$ cat src/pkg/bie_defines.svh
// constants for the back-end interrupt enable set/clear block
`ifndef BIE_DEFINES_SVH
`define BIE_DEFINES_SVH

// register byte offsets
`define BIE_OFF_EN_SET 32'h0000_0000
`define BIE_OFF_EN_CLR 32'h0000_0004
`define BIE_OFF_EVT_STATUS 32'h0000_0008
`define BIE_OFF_EVT_MASK 32'h0000_000C

// enable field positions
`define BIE_BIT_HOST_TO_CORE 31
`define BIE_BIT_SOFT_HI 27
`define BIE_BIT_SOFT_LO 24
`define BIE_BIT_PARITY_ERR 6
`define BIE_BIT_SYSTEM_ERR 5
`define BIE_BIT_MASTER_ABORT 2
`define BIE_BIT_TARGET_ABORT 1

// defined enable bits: 31, 27:24, 6, 5, 2, 1
`define BIE_EN_VALID 32'h8F00_0066

// reset values
`define BIE_RST_WORD 32'h0000_0000

// default register address width
`define BIE_ADDR_W 12

// ahb codes
`define BIE_HRESP_OKAY 1'b0
`define BIE_WORD_LSB 2

`endif

$ cat src/pkg/bie_pkg.sv
// types for the back-end interrupt enable set/clear block
package bie_pkg;

  typedef enum logic [1:0] {
    BIE_IDLE = 2'b00,
    BIE_WR_DATA = 2'b01,
    BIE_RD_WAIT = 2'b10,
    BIE_RD_DONE = 2'b11
  } bie_phase_t;

  typedef struct packed {
    logic [31:0] hrdata;
    logic hreadyout;
    logic hresp;
  } bie_ahb_rsp_t;

  typedef struct packed {
    bie_phase_t phase;
    logic [31:0] addr;
    bie_ahb_rsp_t rsp;
    logic [31:0] enable;
    logic [31:0] prev_masked;
    logic [31:0] evt_status;
    logic [31:0] evt_mask;
    logic core_irq;
    logic evt_irq;
  } bie_state_t;

endpackage : bie_pkg

$ cat src/bie_top.sv
// back-end interrupt enable set/clear registers with ahb-lite slave
//
// Chosen here: the AHB-Lite interface to the registers and the register addresses.
`timescale 1ns/100ps
`include "bie_defines.svh"

module bie_top
  import bie_pkg::*;
#(
  parameter int ADDR_W = `BIE_ADDR_W
) (
  input wire logic core_clk,
  input wire logic rst_n,
  input wire logic hsel,
  input wire logic [31:0] haddr,
  input wire logic [1:0] htrans,
  input wire logic hwrite,
  input wire logic [2:0] hsize,
  input wire logic hready,
  input wire logic [31:0] hwdata,
  output logic [31:0] hrdata,
  output logic hreadyout,
  output logic hresp,
  input wire logic [31:0] status_in,
  output logic core_irq,
  output logic evt_irq
);

  if (ADDR_W < 4 || ADDR_W > 32) begin : gen_addr_w_check
    $error("bie_top: ADDR_W must be 4..32");
  end

  // reset release through two flops
  logic [1:0] rst_sync;
  logic rst_core_n;

  always_ff @(posedge core_clk or negedge rst_n) begin
    if (!rst_n) begin
      rst_sync <= 2'b00;
    end else begin
      rst_sync <= {rst_sync[0], 1'b1};
    end
  end

  assign rst_core_n = rst_sync[1];

  // word address match within the decoded range
  function automatic logic reg_hit(input logic [31:0] addr, input logic [31:0] off);
    logic [31:0] amask;
    amask = 32'hFFFF_FFFF >> (32 - ADDR_W);
    reg_hit = ((addr & amask) >> `BIE_WORD_LSB) == ((off & amask) >> `BIE_WORD_LSB);
  endfunction : reg_hit

  bie_state_t st;
  bie_state_t next_st;
  logic accept;
  logic [31:0] masked;
  logic [31:0] new_evt;
  logic [31:0] wdata_valid;
  logic [31:0] rd_word;

  assign accept = hsel && htrans[1] && hready && st.rsp.hreadyout;
  assign masked = status_in & st.enable & `BIE_EN_VALID;
  assign new_evt = masked & ~st.prev_masked;
  assign wdata_valid = hwdata & `BIE_EN_VALID;

  always_comb begin
    rd_word = `BIE_RST_WORD;
    if (reg_hit(st.addr, `BIE_OFF_EN_SET)) begin
      rd_word = st.enable;
    end else if (reg_hit(st.addr, `BIE_OFF_EN_CLR)) begin
      rd_word = masked;
    end else if (reg_hit(st.addr, `BIE_OFF_EVT_STATUS)) begin
      rd_word = st.evt_status;
    end else if (reg_hit(st.addr, `BIE_OFF_EVT_MASK)) begin
      rd_word = st.evt_mask;
    end
  end

  always_comb begin
    next_st = st;
    next_st.rsp.hresp = `BIE_HRESP_OKAY;
    next_st.prev_masked = masked;
    next_st.evt_status = st.evt_status | new_evt;
    case (st.phase)
      BIE_WR_DATA: begin
        // on set, clear and status only ones act and zeros leave bits alone; the mask takes the written word limited to the defined enable bits
        if (reg_hit(st.addr, `BIE_OFF_EN_SET)) begin
          next_st.enable = st.enable | wdata_valid;
        end else if (reg_hit(st.addr, `BIE_OFF_EN_CLR)) begin
          next_st.enable = st.enable & ~wdata_valid;
        end else if (reg_hit(st.addr, `BIE_OFF_EVT_STATUS)) begin
          // new event wins over the clear
          next_st.evt_status = (st.evt_status & ~wdata_valid) | new_evt;
        end else if (reg_hit(st.addr, `BIE_OFF_EVT_MASK)) begin
          next_st.evt_mask = wdata_valid;
        end
        next_st.phase = BIE_IDLE;
      end
      BIE_RD_WAIT: begin
        next_st.rsp.hrdata = rd_word;
        next_st.rsp.hreadyout = 1'b1;
        next_st.phase = BIE_RD_DONE;
      end
      BIE_RD_DONE: begin
        next_st.phase = BIE_IDLE;
      end
      BIE_IDLE: begin
        next_st.phase = BIE_IDLE;
      end
      default: begin
        next_st.phase = BIE_IDLE;
        next_st.rsp.hreadyout = 1'b1;
      end
    endcase
    if (accept) begin
      next_st.addr = haddr;
      if (hwrite) begin
        next_st.phase = BIE_WR_DATA;
        next_st.rsp.hreadyout = 1'b1;
      end else begin
        next_st.phase = BIE_RD_WAIT;
        next_st.rsp.hreadyout = 1'b0;
      end
    end
    next_st.core_irq = |(status_in & next_st.enable & `BIE_EN_VALID);
    next_st.evt_irq = |(next_st.evt_status & next_st.evt_mask);
  end

  always_ff @(posedge core_clk or negedge rst_core_n) begin
    if (!rst_core_n) begin
      st.phase <= BIE_IDLE;
      st.addr <= `BIE_RST_WORD;
      st.rsp.hrdata <= `BIE_RST_WORD;
      st.rsp.hreadyout <= 1'b1;
      st.rsp.hresp <= `BIE_HRESP_OKAY;
      st.enable <= `BIE_RST_WORD;
      st.prev_masked <= `BIE_RST_WORD;
      st.evt_status <= `BIE_RST_WORD;
      st.evt_mask <= `BIE_RST_WORD;
      st.core_irq <= 1'b0;
      st.evt_irq <= 1'b0;
    end else begin
      st <= next_st;
    end
  end

  assign hrdata = st.rsp.hrdata;
  assign hreadyout = st.rsp.hreadyout;
  assign hresp = st.rsp.hresp;
  assign core_irq = st.core_irq;
  assign evt_irq = st.evt_irq;

endmodule : bie_top

$ cat config.mk
export PLATFORM = sky130hd
export DESIGN_NAME = bie_top
export DESIGN_NICKNAME = d
export VERILOG_FILES = /design/src/pkg/bie_pkg.sv /design/src/bie_top.sv
export VERILOG_INCLUDE_DIRS = /design/src /design/src/pkg
export SDC_FILE = /design/constraint.sdc
export NUM_CORES = 1
export LEC_CHECK = 0
export BUFFER_PORTS_ARGS = -buffer_cell sky130_fd_sc_hd__clkbuf_2
export CAP_MARGIN = 20
export CORE_MARGIN = 2
export CORE_UTILIZATION = 45
export DETAILED_ROUTE_END_ITERATION = 6
export GPL_TIMING_DRIVEN = 0
export HOLD_SLACK_MARGIN = 0.12
export PLACE_DENSITY = 0.78
export RECOVER_POWER = 50
export SETUP_SLACK_MARGIN = 0.02
export SYNTH_ARGS = -nofsm -noshare
export SYNTH_HDL_FRONTEND = slang
export SYNTH_SLANG_ARGS = --single-unit
export TNS_END_PERCENT = 10
$ cat constraint.sdc
create_clock -name core_clk -period 5.5 [get_ports core_clk]
set_input_delay 1.1 -clock core_clk [delete_from_list [all_inputs] [get_ports core_clk]]
set_output_delay 1.1 -clock core_clk [all_outputs]
set_load 0.02 [all_outputs]
**Word level (Yosys, flattened, before mapping)**

Index checks and enable logic that the tools add are counted.

- Input bits: 106
- ROM bits: 0
- Latch bits: 0
- RAM bits: 0
- Word-level logic and storage cells: 56
- Output and inout bits: 36
- Memories: 0
- Register bits: 176

- Equal/unequal tests: 6
- Shift operators: 0
- Bitwise gates (word level): 11
- Multipliers: 0
- Muxes and demuxes: 19
- Div/mod/pow operators: 0
- $lt $le $gt $ge: 0
- $add $sub $neg: 0
- Reductions and logical operators: 9

Operator list:

| kind | count |
|---|---|
| two-way mux 32 bit | 10 |
| bitwise AND 32 bit | 6 |
| two-way mux 64 bit | 3 |
| bitwise OR 32 bit | 3 |
| NOT 32 bit | 2 |
| two-way mux 34 bit | 1 |
| logical NOT 32 bit | 1 |
| OR reduction 32 bit | 1 |
| == test 10 x 2 -> 1 bit (second input constant) | 2 |
| == test 10 x 1 -> 1 bit (second input constant) | 1 |
| OR reduction 9 bit | 1 |
| == test 2 bit (second input constant) | 2 |
| one-hot mux 2 bit (2 select lines) | 1 |
| logical AND 1 bit | 3 |
| two-way mux 1 bit | 3 |
| OR reduction 3 bit | 1 |
| == test 2 x 1 -> 1 bit (second input constant) | 1 |
| logical NOT 2 bit | 1 |
| two-way mux 2 bit | 1 |
| nonzero test 2 bit | 1 |

**Depth between registers and ports, before layout**

- Depth after elaboration: 9
- Mapped depth: 7
- Depth with buffers taken out: 5

**Least setup slack after synthesis**

OpenSTA, ideal clock, no wires.

- Path type: reg-to-reg
- Start point: reg st[173] (netlist name)
- End point: reg, netlist name evt_irq
- Arrival: 2.083 ns
- Period minus slack after synthesis: 2.223 ns
- Required time: 5.360 ns
- Stages on the path, launching flop included: 7
- Path slack: 3.277 ns
- Setup time: 0.140 ns
- Buffers on the path: 1
- Cell sequence: dfrtp_1 or4_4 or3_1 buf_2 a221o_1 a222oi_1 nand4_1

RTL lines:

| what | RTL line | RTL |
|---|---|---|
| start: declaration | bie_top.sv:54 | `bie_state_t st;` |
| start signal: assignment | bie_top.sv:144 | `st <= next_st;` |

**Worst setup path after layout**

- Start point: reg st[173] (netlist name)
- End point: reg, netlist name hrdata[27]

- Word-level cells in the longest chain between the ends: 5
- Elaborated cells on any way between the ends: 8
- Those cells by class: 3 x eq/ne; 4 x mux; 1 x reduce/logical

Ends and longest elaborated chain:

| what | RTL line | RTL |
|---|---|---|
| == test 10 x 2 -> 1 bit | bie_top.sv:51 | `` reg_hit = ((addr & amask) >> `BIE_WORD_LSB) == ((off & amask) >> `BIE_WORD_LSB); `` |
| two-way mux 32 bit | bie_top.sv:75 | `` end else if (reg_hit(st.addr, `BIE_OFF_EVT_MASK)) begin `` |
| two-way mux 32 bit | bie_top.sv:73 | `` end else if (reg_hit(st.addr, `BIE_OFF_EVT_STATUS)) begin `` |
| two-way mux 32 bit | bie_top.sv:71 | `` end else if (reg_hit(st.addr, `BIE_OFF_EN_CLR)) begin `` |
| two-way mux 32 bit (*) | bie_top.sv:69 | `` if (reg_hit(st.addr, `BIE_OFF_EN_SET)) begin `` |

Every way passes the cells marked *; elsewhere a longest branch is shown, timed or not.
A chain may end at the register's enable or synchronous reset.

==> results.md <==
- Setup slack, reg-to-reg: 2.75 ns
- Die area: 7400 sq um
- WL/cell: 15.4 um
- Violated checks: max-capacitance violations, max-slew violations
- Seq/Total Area, Yosys: 51.3%
- Routability cong.: roughly 0.90
- Worst Tran Pin Value: about 1.8 ns
- Cts bufs inserted: 9
- Post-CTS Hold Buffers: 0
- Register Area: 1550 sq um
- Post-synth top cells: dfrtp_1, buf_4, inv_1, mux2_2, nand2_1
- PortBufs: 45
- Final period utilization: 50.1%
- Post-synthesis xor/xnor area fraction: 0%
- Deepest clock path buffer count: 2
- Hold depth: 0
- Mux cell area share after synthesis: between 10 and 15%
- Fmax achieved: between 300 and 400 MHz
- Setup violators final: 0
- R2r endpoint: hrdata[27]
- Unrepaired setup endpoints after global routing: false
- Top cells by area, synth: dfrtp_1, buf_4, mux2_2
- Critical-path maximum fanout: 10
- Number of global-route vias before repair: around 2300
- CTS tree: yes
- Reg2Reg Depth: 6
- Fin Setup TNS: 0 ns
- Area of the multi-input gates: between 1000 and 1500 sq um
- Hold path endpoint: rst_sync[1]
- Core ar.: 6420 sq um
- Initial core utilization: 47.1%
- Area grow syn2layout: 19.7%
- Nets@finish: 468
- Largest net degree at the start of global routing: 33
- Crit path capture type: flip-flop
- Synth Area in Compound Gates: 14.2%
- Most used flip-flop cell after synthesis: dfrtp_1
- Detail Route Antenna Nets: 0
- Clock latency on the worst-skew pair: 0.34 ns
- Syn Area/Cell: between 10 and 15 sq um
- Maximum VDD drop: 0.162 mV
- Post-CTS Resized: 0
- DRC Markers: 0
- DR iter-0 viols: 263
- Setup Crit Path Kind: reg -> reg
- EDFF count, synth: 0
- Post-synth cell types: 35
- Outcome: finished with violations
- Antenna violations before repair: 0
- Number of hold violations in the final report: 0
- Synthesis warning total: 0
- Clk slew on worst S/H paths: 0.06 ns
- Min-delay worst type: reg -> reg
- First-pass GRT wire length: 10.9 mm
- DIE WIDTH: 86.0 um
- WP data arrival: 3.03 ns
- Post-synth top area share: around half
- Mapped Area: 3030 sq um
- Share of layout cells above drive strength 1: between 30% and 40%
- Adder-Cell Fraction of Synth Area: 0%
- Detailed Route WL: roughly 6.8 mm
- Seq cells post-synth: between 60 and 70
- Via Count: between 2000 and 2500
- Largest family of logic cells by synthesized area: compound AO/OA/AOI/OAI gates
- DIE HEIGHT: 86.0 um
- I/O Pins: 142
- Final Skew: around 0.0044 ns
- Pre-antenna DRT Iters: 6
- Max-slew violations: 33
- Row cnt: 29
- Fill cell count: 584
- GR Overflow Total: 0
- Max-Cap Viols: 1
- Final Non-Filler Cells: 444
- Worst slew margin: -17.1%
- Simple-gate share of the synthesized area: 11.0%
- Async S/R FF share, synth: 100%
- Detail Placement HPWL: 4.95 mm
- Inst Count DP: 428
- H-tree depth: 3
- Syn Inst Count: 281
- Reg2Reg Launch Point: st[173]
- Min-Delay Startpoint: rst_sync[0]
- All-layer global routing usage: 19.6%
- Pwr Density: 248 nW/um^2
- Drt via density: 5.39
- Min Tclk post-route: between 2 and 3 ns
- Post-synth top area cell: dfrtp_1
- Startpoint Class: flip-flop
- Worst path required time: around 5.8 ns
- Clock Sinks: 62
- Setup Buffers After CTS: 0
- Clock root cell: clkbuf_8
- Ant diodes: 0
- Count leader, synth: dfrtp_1
- Total leakage power: approximately 1.9 nW
-- per-layer routing --
metal | up-vias | share of wire [%] | wire length (um) | GRT usage (%)
li1 | 1113 | - | - | -
met5 | - | 0 | 0 | 0
met1 | 1131 | 42 | 2860 | 25.2
met3 | 15 | 8.6 | 589 | 7.22
met4 | 0 | 1.8 | 121 | 7.65
met2 | 132 | 48 | 3270 | 30.1
-- how the worst max path moves through the flow --
stage	endpoint	start	slack, ns	depth (start not counted)
2_1_floorplan	evt_irq	st[173]	3.28	6
3_3_place_gp	hrdata[6]	st[173]	2.85	6
3_5_place_dp	hrdata[27]	st[173]	2.82	6
4_1_cts	hrdata[27]	st[173]	2.80	6
5_1_grt	hrdata[26]	rst_sync[1]	2.30	1
6_report	hrdata[27]	st[173]	2.75	6
-- power by group --
part	internal (mW)	total [mW]	switching, mW
clock network	0.197	0.367	0.170
registers	0.462	0.468	0.00631
logic	0.0265	0.0621	0.0356
-- cells by family after synthesis --
logic type             Yosys count
flip-flops                      62
multiplexers                    28
buffers and inverters           72
AO/OA/AOI/OAI                   60
other                            2
AND/OR/NAND/NOR                 57
-- per-stage QoR --
step	setup slack, ns	utilization, %	hold WS, ns	area [sq um]	power [mW]
final	2.75	56.4	0.355	3620	0.897
after global routing	2.30	56.4	0.358	3620	0.932
after CTS	2.80	56.8	0.326	3640	0.907
after detailed placement	2.82	53.9	0.322	3460	0.540
after global placement	2.85	53.5	0.338	3430	0.537
after floorplan	3.28	-	0.331	3110	0.517
-- worst max-delay path: stages (launching register included) --
cell	delay (ns)
dfrtp_1	0.40
or4_4	0.58
nor3_1	0.66
buf_2	0.38
a22oi_1	0.13
a211oi_1	0.41
a21o_1	0.13
-- sequential cells by signal (all words and copies together) (netlist names) --
register,count
hrdata,9
st,48
evt_irq,1
hreadyout,1
rst_sync,2
core_irq,1
-- placed cells by master, fill, tap and decap left out, types with 8 or more instances in the layout --
cell type,count
o21ai_0,9
clkbuf_8,12
a22oi_1,10
inv_1,26
dfrtp_1,61
a21o_1,11
o22ai_1,8
conb_1,25
buf_4,33
nand2b_1,8
clkbuf_1,15
nand4_1,11
nand2_1,19
clkbuf_2,40
mux2i_1,9
mux2_2,19
-- area by class of cell --
cell class,count,share of cell area (%)
timing repair buffer,47,6.29
tap,77,2.66
sequential,62,42.9
clock buffer,12,4.56
inverter,26,2.70
buffer,46,8.33
clock inverter,4,0.553
multi-input combinational,170,32.0
(Power assumes the default switching activity.)
